**src/sbrca_consts.vh**
```
// shared constants for the bank, row and column access block
`ifndef SBRCA_CONSTS_VH
`define SBRCA_CONSTS_VH
`define SBRCA_CMD_ADDR_W 10
`define SBRCA_BA_LSB 7
`define SBRCA_ROW_HI_LSB 2
`define SBRCA_ROW_HI_W 4
`define SBRCA_COL_TOP_BIT 6
`define SBRCA_COL_NEXT_BIT 5
`define SBRCA_COL_MID_LSB 3
`define SBRCA_COL_MID_W 7
`define SBRCA_BANKS 8
`define SBRCA_BA_W 3
`define SBRCA_ROW_W 14
`define SBRCA_COL_W 10
`define SBRCA_BEATS 8
`define SBRCA_BEAT_IDX_W 3
`define SBRCA_DQ_W 32
`define SBRCA_BYTES 4
`define SBRCA_CORE_W 256
`define SBRCA_MASK_W 32
`define SBRCA_FIFO_DEPTH 8
`define SBRCA_FIFO_AW 3
`define SBRCA_CMD_NONE 3'h0
`define SBRCA_CMD_ACT 3'h1
`define SBRCA_CMD_RD 3'h2
`define SBRCA_CMD_WR 3'h3
`define SBRCA_CMD_PRE 3'h4
`define SBRCA_ACT_CODE 2'h2
`define SBRCA_RD_CODE 3'h5
`define SBRCA_WR_CODE 3'h1
`define SBRCA_PRE_CODE 4'hb
`define SBRCA_X16_DQ_EN 32'h0000ffff
`define SBRCA_X16_BYTE_MASK 4'hc
`define SBRCA_X16_DQS_EN 4'h3
`define SBRCA_PHASE_RISE 1'b0
`endif

```
**src/sbrca_fifo.v**
```verilog
// parameterised fifo for read data words
`timescale 1ns/1ps
module sbrca_fifo #(
  parameter WIDTH = 259,
  parameter DEPTH = 8,
  parameter AW = 3
) (
  // clock and reset
  input wire mclk,
  input wire rstn,
  // fill side
  input wire in_valid,
  output wire in_ready,
  input wire [WIDTH-1:0] in_data,
  // drain side
  output wire out_valid,
  input wire out_ready,
  output wire [WIDTH-1:0] out_data
);
  reg [WIDTH-1:0] mem_q [0:DEPTH-1];
  reg [AW:0] wr_ptr_q;
  reg [AW:0] rd_ptr_q;
  wire full;
  wire empty;
  wire push;
  wire pop;
  assign empty = (wr_ptr_q == rd_ptr_q);
  assign full = (wr_ptr_q[AW-1:0] == rd_ptr_q[AW-1:0]) && (wr_ptr_q[AW] != rd_ptr_q[AW]);
  assign in_ready = ~full;
  assign out_valid = ~empty;
  assign push = in_valid & ~full;
  assign pop = out_ready & ~empty;
  assign out_data = mem_q[rd_ptr_q[AW-1:0]];
  always @(posedge mclk) begin
    if (push) begin
      mem_q[wr_ptr_q[AW-1:0]] <= in_data;
    end
  end
  always @(posedge mclk) begin
    if (!rstn) begin
      wr_ptr_q <= {(AW+1){1'b0}};
      rd_ptr_q <= {(AW+1){1'b0}};
    end else begin
      if (push) begin
        wr_ptr_q <= wr_ptr_q + 1'b1;
      end
      if (pop) begin
        rd_ptr_q <= rd_ptr_q + 1'b1;
      end
    end
  end
endmodule // sbrca_fifo

```
**src/sbrca_top.v**
```verilog
// device side command decode, bank rows and burst data path
`timescale 1ns/1ps
`include "sbrca_consts.vh"
module sbrca_top (
  // clock and reset
  input wire mclk,
  input wire rstn,
  // configuration strap, high for x32
  input wire cfg_x32,
  // command pins
  input wire cs_n,
  input wire cke,
  input wire [`SBRCA_CMD_ADDR_W-1:0] command_address_bus,
  // data pins
  input wire [`SBRCA_DQ_W-1:0] dq_i,
  output reg [`SBRCA_DQ_W-1:0] dq_o,
  output reg [`SBRCA_DQ_W-1:0] dq_oe,
  output reg [`SBRCA_BYTES-1:0] dqs_t_o,
  output reg [`SBRCA_BYTES-1:0] dqs_c_o,
  output reg [`SBRCA_BYTES-1:0] dqs_oe,
  input wire [`SBRCA_BYTES-1:0] write_byte_mask,
  // core side
  output reg core_cmd_valid,
  output reg core_we,
  output reg [`SBRCA_BA_W-1:0] core_bank,
  output reg [`SBRCA_ROW_W-1:0] core_row,
  output reg [`SBRCA_COL_W-1:0] core_col,
  output reg [`SBRCA_CORE_W-1:0] core_wdata,
  output reg [`SBRCA_MASK_W-1:0] core_wmask,
  input wire core_rd_valid,
  output wire core_rd_ready,
  input wire [`SBRCA_CORE_W-1:0] core_rd_data,
  // status
  output wire [`SBRCA_BANKS-1:0] bank_open
);
  function [2:0] cmd_decode;
    input [`SBRCA_CMD_ADDR_W-1:0] r;
    begin
      if (r[1:0] == `SBRCA_ACT_CODE) begin
        cmd_decode = `SBRCA_CMD_ACT;
      end else if (r[2:0] == `SBRCA_RD_CODE) begin
        cmd_decode = `SBRCA_CMD_RD;
      end else if (r[2:0] == `SBRCA_WR_CODE) begin
        cmd_decode = `SBRCA_CMD_WR;
      end else if (r[3:0] == `SBRCA_PRE_CODE) begin
        cmd_decode = `SBRCA_CMD_PRE;
      end else begin
        cmd_decode = `SBRCA_CMD_NONE;
      end
    end
  endfunction
  // beat lane in sequential wrap order
  function [`SBRCA_BEAT_IDX_W-1:0] beat_lane;
    input [`SBRCA_BEAT_IDX_W-1:0] start;
    input [`SBRCA_BEAT_IDX_W-1:0] cnt;
    begin
      beat_lane = start + cnt;
    end
  endfunction
  // input synchronisers
  reg [`SBRCA_CMD_ADDR_W-1:0] cmd_addr_m, cmd_addr_s;
  reg cs_n_m, cs_n_s, cke_m, cke_s, x32_m, x32_s;
  reg [`SBRCA_DQ_W-1:0] dq_m, dq_s;
  reg [`SBRCA_BYTES-1:0] wmask_m, wmask_s;
  always @(posedge mclk) begin
    cmd_addr_m <= command_address_bus;
    cmd_addr_s <= cmd_addr_m;
    cs_n_m <= cs_n;
    cs_n_s <= cs_n_m;
    cke_m <= cke;
    cke_s <= cke_m;
    x32_m <= cfg_x32;
    x32_s <= x32_m;
    dq_m <= dq_i;
    dq_s <= dq_m;
    wmask_m <= write_byte_mask;
    wmask_s <= wmask_m;
  end
  reg phase_q, init_done_q, x32_q, cmd_pend_q;
  reg [`SBRCA_CMD_ADDR_W-1:0] rise_q;
  wire [2:0] cmd;
  wire [`SBRCA_BA_W-1:0] cmd_bank;
  wire [`SBRCA_ROW_W-1:0] cmd_row;
  wire [`SBRCA_COL_W-1:0] cmd_col;
  wire decode_en;
  assign decode_en = cmd_pend_q && (phase_q != `SBRCA_PHASE_RISE);
  assign cmd = decode_en ? cmd_decode(rise_q) : `SBRCA_CMD_NONE;
  assign cmd_bank = rise_q[`SBRCA_BA_LSB +: `SBRCA_BA_W];
  assign cmd_row = {rise_q[`SBRCA_ROW_HI_LSB +: `SBRCA_ROW_HI_W], cmd_addr_s};
  assign cmd_col = {(x32_q ? 1'b0 : rise_q[`SBRCA_COL_TOP_BIT]), rise_q[`SBRCA_COL_NEXT_BIT],
    cmd_addr_s[`SBRCA_COL_MID_LSB +: `SBRCA_COL_MID_W], 1'b0};
  // half-clock phase and command capture
  always @(posedge mclk) begin
    if (!rstn) begin
      phase_q <= `SBRCA_PHASE_RISE;
      init_done_q <= 1'b0;
      x32_q <= 1'b0;
      cmd_pend_q <= 1'b0;
      rise_q <= {`SBRCA_CMD_ADDR_W{1'b0}};
    end else begin
      phase_q <= ~phase_q;
      if (!init_done_q) begin
        x32_q <= x32_s;
        init_done_q <= 1'b1;
      end
      if (phase_q == `SBRCA_PHASE_RISE) begin
        cmd_pend_q <= init_done_q & ~cs_n_s & cke_s;
        rise_q <= cmd_addr_s;
      end else begin
        cmd_pend_q <= 1'b0;
      end
    end
  end
  // per bank open row state
  reg [`SBRCA_ROW_W-1:0] row_sel;
  wire [`SBRCA_ROW_W*`SBRCA_BANKS-1:0] rows_flat;
  genvar gb;
  generate
    for (gb = 0; gb < `SBRCA_BANKS; gb = gb + 1) begin : g_bank
      reg open_q;
      reg [`SBRCA_ROW_W-1:0] row_q;
      always @(posedge mclk) begin
        if (!rstn) begin
          open_q <= 1'b0;
          row_q <= {`SBRCA_ROW_W{1'b0}};
        end else if (cmd_bank == gb) begin
          if (cmd == `SBRCA_CMD_ACT) begin
            open_q <= 1'b1;
            row_q <= cmd_row;
          end else if (cmd == `SBRCA_CMD_PRE) begin
            open_q <= 1'b0;
          end
        end
      end
      assign bank_open[gb] = open_q;
      assign rows_flat[gb*`SBRCA_ROW_W +: `SBRCA_ROW_W] = row_q;
    end
  endgenerate
  always @* begin
    row_sel = rows_flat[cmd_bank*`SBRCA_ROW_W +: `SBRCA_ROW_W];
  end
  wire bank_ok;
  assign bank_ok = bank_open[cmd_bank];
  // write deserialiser and core request
  reg wr_busy_q;
  reg [`SBRCA_BEAT_IDX_W-1:0] wcnt_q, wstart_q;
  reg [`SBRCA_BA_W-1:0] wbank_q;
  reg [`SBRCA_ROW_W-1:0] wrow_q;
  reg [`SBRCA_COL_W-1:0] wcol_q;
  wire [`SBRCA_BEAT_IDX_W-1:0] wlane;
  wire [`SBRCA_BYTES-1:0] wbyte_mask;
  assign wlane = beat_lane(wstart_q, wcnt_q);
  assign wbyte_mask = wmask_s | (x32_q ? {`SBRCA_BYTES{1'b0}} : `SBRCA_X16_BYTE_MASK);
  always @(posedge mclk) begin
    if (!rstn) begin
      wr_busy_q <= 1'b0;
      wcnt_q <= {`SBRCA_BEAT_IDX_W{1'b0}};
      wstart_q <= {`SBRCA_BEAT_IDX_W{1'b0}};
      wbank_q <= {`SBRCA_BA_W{1'b0}};
      wrow_q <= {`SBRCA_ROW_W{1'b0}};
      wcol_q <= {`SBRCA_COL_W{1'b0}};
      core_cmd_valid <= 1'b0;
      core_we <= 1'b0;
      core_bank <= {`SBRCA_BA_W{1'b0}};
      core_row <= {`SBRCA_ROW_W{1'b0}};
      core_col <= {`SBRCA_COL_W{1'b0}};
      core_wdata <= {`SBRCA_CORE_W{1'b0}};
      core_wmask <= {`SBRCA_MASK_W{1'b0}};
    end else begin
      core_cmd_valid <= 1'b0;
      if (wr_busy_q) begin
        core_wdata[{wlane, 5'h00} +: `SBRCA_DQ_W] <= dq_s;
        core_wmask[{wlane, 2'h0} +: `SBRCA_BYTES] <= wbyte_mask;
        wcnt_q <= wcnt_q + 1'b1;
        if (wcnt_q == `SBRCA_BEATS - 1) begin
          wr_busy_q <= 1'b0;
          core_cmd_valid <= 1'b1;
          core_we <= 1'b1;
          core_bank <= wbank_q;
          core_row <= wrow_q;
          core_col <= wcol_q;
        end
      end else if (cmd == `SBRCA_CMD_WR && bank_ok) begin
        wr_busy_q <= 1'b1;
        wcnt_q <= {`SBRCA_BEAT_IDX_W{1'b0}};
        wstart_q <= cmd_col[2:0];
        wbank_q <= cmd_bank;
        wrow_q <= row_sel;
        wcol_q <= cmd_col;
      end
      if (!wr_busy_q && cmd == `SBRCA_CMD_RD && bank_ok) begin
        core_cmd_valid <= 1'b1;
        core_we <= 1'b0;
        core_bank <= cmd_bank;
        core_row <= row_sel;
        core_col <= cmd_col;
      end
    end
  end
  // read start offset register follows read requests
  reg [`SBRCA_BEAT_IDX_W-1:0] rd_start_q;
  always @(posedge mclk) begin
    if (!rstn) begin
      rd_start_q <= {`SBRCA_BEAT_IDX_W{1'b0}};
    end else if (!wr_busy_q && cmd == `SBRCA_CMD_RD && bank_ok) begin
      rd_start_q <= cmd_col[2:0];
    end
  end
  // read data buffer
  wire fifo_out_valid;
  wire fifo_out_ready;
  wire [`SBRCA_CORE_W+`SBRCA_BEAT_IDX_W-1:0] fifo_out_data;
  reg rd_busy_q;
  reg [`SBRCA_BEAT_IDX_W-1:0] rcnt_q, rstart_q;
  reg [`SBRCA_CORE_W-1:0] rword_q;
  assign fifo_out_ready = ~rd_busy_q;
  sbrca_fifo #(
    .WIDTH(`SBRCA_CORE_W + `SBRCA_BEAT_IDX_W),
    .DEPTH(`SBRCA_FIFO_DEPTH),
    .AW(`SBRCA_FIFO_AW)
  ) u_fifo (
    .mclk(mclk),
    .rstn(rstn),
    .in_valid(core_rd_valid),
    .in_ready(core_rd_ready),
    .in_data({rd_start_q, core_rd_data}),
    .out_valid(fifo_out_valid),
    .out_ready(fifo_out_ready),
    .out_data(fifo_out_data)
  );
  // read serialiser, one beat per half clock
  wire [`SBRCA_BEAT_IDX_W-1:0] rlane;
  assign rlane = beat_lane(rstart_q, rcnt_q);
  always @(posedge mclk) begin
    if (!rstn) begin
      rd_busy_q <= 1'b0;
      rcnt_q <= {`SBRCA_BEAT_IDX_W{1'b0}};
      rstart_q <= {`SBRCA_BEAT_IDX_W{1'b0}};
      rword_q <= {`SBRCA_CORE_W{1'b0}};
      dq_o <= {`SBRCA_DQ_W{1'b0}};
      dq_oe <= {`SBRCA_DQ_W{1'b0}};
      dqs_t_o <= {`SBRCA_BYTES{1'b0}};
      dqs_c_o <= {`SBRCA_BYTES{1'b1}};
      dqs_oe <= {`SBRCA_BYTES{1'b0}};
    end else if (rd_busy_q) begin
      dq_o <= rword_q[{rlane, 5'h00} +: `SBRCA_DQ_W];
      dq_oe <= x32_q ? {`SBRCA_DQ_W{1'b1}} : `SBRCA_X16_DQ_EN;
      dqs_t_o <= {`SBRCA_BYTES{~rcnt_q[0]}};
      dqs_c_o <= {`SBRCA_BYTES{rcnt_q[0]}};
      dqs_oe <= x32_q ? {`SBRCA_BYTES{1'b1}} : `SBRCA_X16_DQS_EN;
      rcnt_q <= rcnt_q + 1'b1;
      if (rcnt_q == `SBRCA_BEATS - 1) begin
        rd_busy_q <= 1'b0;
      end
    end else begin
      dq_oe <= {`SBRCA_DQ_W{1'b0}};
      dqs_oe <= {`SBRCA_BYTES{1'b0}};
      dqs_t_o <= {`SBRCA_BYTES{1'b0}};
      dqs_c_o <= {`SBRCA_BYTES{1'b1}};
      if (fifo_out_valid) begin
        rd_busy_q <= 1'b1;
        rcnt_q <= {`SBRCA_BEAT_IDX_W{1'b0}};
        rword_q <= fifo_out_data[`SBRCA_CORE_W-1:0];
        rstart_q <= fifo_out_data[`SBRCA_CORE_W +: `SBRCA_BEAT_IDX_W];
      end
    end
  end
endmodule // sbrca_top

```
**config.mk**
```make
export PLATFORM = sky130hd
export DESIGN_NAME = sbrca_top
export DESIGN_NICKNAME = d
export VERILOG_FILES = /design/src/sbrca_fifo.v /design/src/sbrca_top.v
export VERILOG_INCLUDE_DIRS = /design/src
export SDC_FILE = /design/constraint.sdc
export NUM_CORES = 2
export LEC_CHECK = 0
export BUFFER_PORTS_ARGS = -buffer_cell sky130_fd_sc_hd__buf_2
export CAP_MARGIN = 20
export CORE_ASPECT_RATIO = 1.4
export CORE_UTILIZATION = 40
export DETAILED_ROUTE_END_ITERATION = 8
export PLACE_DENSITY = 0.53
export RECOVER_POWER = 50
export SLEW_MARGIN = 15
export SYNTH_ARGS = -nofsm -noshare
export SYNTH_HDL_FRONTEND = slang
export SYNTH_SLANG_ARGS = --single-unit
export TNS_END_PERCENT = 20
```
**constraint.sdc**
```tcl
create_clock -name mclk -period 69.4 [get_ports mclk]
set_clock_uncertainty 0.2 [all_clocks]
set_input_delay 13.88 -clock mclk [delete_from_list [all_inputs] [get_ports mclk]]
set_output_delay 13.88 -clock mclk [all_outputs]
set_load 0.005 [all_outputs]
```
==> results.md <==
* Outcome: complete, but fails checks
* Failing checks: max-capacitance violations, max-slew violations
* Port buffer count at 708
* Async set-or-reset flop fraction in the synthesized netlist at 0
* Die Ht at 623 um
* Crit path required time at 69.86 ns
* Clk sinks at 2950
* Fillers at 23700
* Wire per inst at 27.4 um
* GRT Total Usage at 0.211
* Fin area at 0.126 mm^2
* Critical Path Slowest Stage Cell: clkinvlp_2
* Post-route ant nets at 0
* Post-layout util at 0.462
* Period utilization at 0.382
* Die Area at 0.277 mm^2
* Internal power at 3.32 mW
* Logic pwr share at 0.196
* DR pass1 iterations at 7
* CTS tree: done
* Commonest non-fill, non-tap cell in the layout: edfxtp_1
* Switching part of the total at 0.279
* Nets@finish at 7267
* Area of the multi-input gates at 0.0280 mm^2
* GP Congestion at 0.800
* Ports at 710
* Crit path depth at 4
* Hold Fails Final Rpt at 0
* Reg power frac at 0.453
* Area grow syn2layout at 14.7%
* Register bit total from synthesis at 2950
* Max-cap violations at 11
* Leak Pwr at 41.0 nW
* CTS Root Cell: clkbuf_16
* Clk Latency, worst-skew pair at 0.87 ns
* Post_cts resized at 0
* Most frequent cells in the layout: 2064 x edfxtp_1, 878 x dfxtp_1, 610 x mux4_2
* Cells along the critical path: clkbuf_1 > clkinvlp_2 > clkbuf_1 > or3_1
* Post-Route WL at 298 mm
* # hold bufs at CTS at 0
* Kind of critical path: in2reg
* Maximum fanout along the worst path at 228
* Layout cells sized above 1 at 0.227
* Via count of the first global-routing pass at 58300
* CTS H-tree depth at 5
* Setup crit end kind: register
* Worst Reg2Reg Path Length in Cells at 7
* Core area at 0.274 mm^2
* Register area share after synthesis at 0.724
* HPWL Detailed at 184 mm
* GRT Residual Overflow at 0
* Hold path cells at 0
* DIE WIDTH at 445 um
* Sw Pwr at 1.28 mW
* Mean Syn Cell Area at 17.3 um^2
* Slew margin rel. at -5.76
* Most used cell, CP: clkbuf_1
* CP Launch Type: input port
* First-pass GRT wire length at 427 mm
* Ys Warns at 0
* CTS max path bufs at 4
* Cell Area, Placed at 0.117 mm^2
* Top delay family on crit path: buffers and inverters
* Synth Flop Type: edfxtp_1
* Slew Viols, Final at 883
* Drt initial violations at 4455
* Total number of vias at 58500
* Hold Crit Class: reg2reg
* Std-Cell Rows at 227
* Clock-pin slew on the worst setup and hold paths at 0.06 ns
* Inserted Clock Buffers at 301
* Unrepaired setup endpoints after global routing: false
* Syn Nets at 6697
* Initial Util at 0.403
* Max Clk Rate at 37.7 MHz
* Total power at 4.60 mW
* VDD IR-drop max at 28.8 uV
* Initial antenna violation count at 108
* Final setup fails at 0
* Maximum number of pins on one net before global-route repair at 229
* Routed vias/inst at 5.38
* Minimum clock period at 26.52 ns
* WP buf/inv at 3
* Cell Area, Synth at 0.110 mm^2
* Pwr/cell area at 36.4 mW/mm^2
* Critical Path Max Stage Delay at 4.86 ns
* Post-synth EDFFs at 2064
* Worst path arrival time at 26.97 ns
* Slew @ Worst Pin at 10.13 ns
* Post-Syn Instances at 6379
* Setup Buffers After CTS at 0
* FF/Latch Area at 0.0797 mm^2
* TNS Setup at 0 ns
* DRC errors left at 0
* Synth cell types at 62
* Hold WS at 0.123 ns
* Power share of the clock group at 0.351
==> worst register-to-register path, stage by stage (launching register included) <==
cell and delay [ns]:
dfxtp_4 0.80, xor2_1 0.38, or4_1 0.25, nand3_1 0.24, nor2_4 0.16, clkbuf_1 6.77, buf_4 1.61, buf_4 0.85
==> power by group through the flow <==
stage / Sequential, mW / Combinational, mW / Clock (mW)
after floorplan: 2.08 / 0.646 / 0
after global placement: 2.12 / 0.921 / 0
after detailed placement: 2.12 / 0.928 / 0
after CTS: 2.08 / 0.930 / 1.65
after global routing: 2.10 / 0.976 / 1.72
final: 2.08 / 0.901 / 1.61
==> stage by stage <==
stage | cells | setup WS (ns)
floorplan | 6379 | 36.61
global placement | 10300 | 51.52
detailed placement | 10300 | 51.50
CTS | 10800 | 52.41
global route | 10900 | 41.92
finish | 10900 | 42.88
==> synthesized netlist by cell type (69+ instances only) <==
cell      instances  area share
clkbuf_1        320       0.011
o21ai_1          69      0.0031
dfxtp_1         886        0.16
mux4_2          610        0.12
nand3_1         160      0.0073
a211oi_1        299       0.020
mux2i_1         489       0.044
a21oi_1         144      0.0065
nor2_1          511       0.017
nand2_1         304       0.010
buf_2           119      0.0054
edfxtp_1       2064        0.56
==> worst paths after layout <==
kind | from | to | slack [ns]
worst max-delay path | rstn | dqs_c_o[0] | 42.88
worst min-delay path | wmask_m[2] | wmask_s[2] | 0.12
worst max register to register | u_fifo.rd_ptr_q[2] | u_fifo.mem_q[6][91] | 57.71
worst min register to register | wmask_m[2] | wmask_s[2] | 0.12
==> registers in the layout (all words and copies together), names as in the netlist, 8 cells and up <==
register and flops:
core_wdata 256, dq_s 32, g_bank.row_q 112, rword_q 256
rise_q 10, dq_o 32, wcol_q 9, core_col 9
dq_m 32, core_wmask 32, wrow_q 14, u_fifo.mem_q 2064
g_bank.open_q 8, cmd_addr_m 10, cmd_addr_s 10, core_row 14
==> area by class of cell <==
type,count,share of cell area
timing repair buffer,809,0.0329
clock buffer,408,0.0669
antenna,22,0.000436
multi-input combinational,2879,0.222
inverter,8,0.000248
clock inverter,132,0.0101
sequential,2950,0.631
tap,3664,0.0363
==> cell families (layout without fill, tap and decap cells) <==
group / count (synthesis) / in the layout / synth area share
XOR/XNOR: 9 / 9 / 0.000852
flip-flops: 2950 / 2950 / 0.724
buffers and inverters: 550 / 1357 / 0.0224
AND/OR/NAND/NOR: 1123 / 1123 / 0.0436
other: 1 / 23 / 0.0000341
adder cells (fa/ha/maj): 10 / 10 / 0.00114
multiplexers: 1117 / 1117 / 0.171
AO/OA/AOI/OAI: 619 / 619 / 0.0369
==> layer usage <==
metal,wire length [um],track usage,share of wire
met5,410,0,0.0014
met4,7940,0.0538,0.027
met3,20300,0.0519,0.068
met2,148000,0.356,0.49
met1,122000,0.272,0.41
No activity file was read; power rests on OpenSTA's default activity.
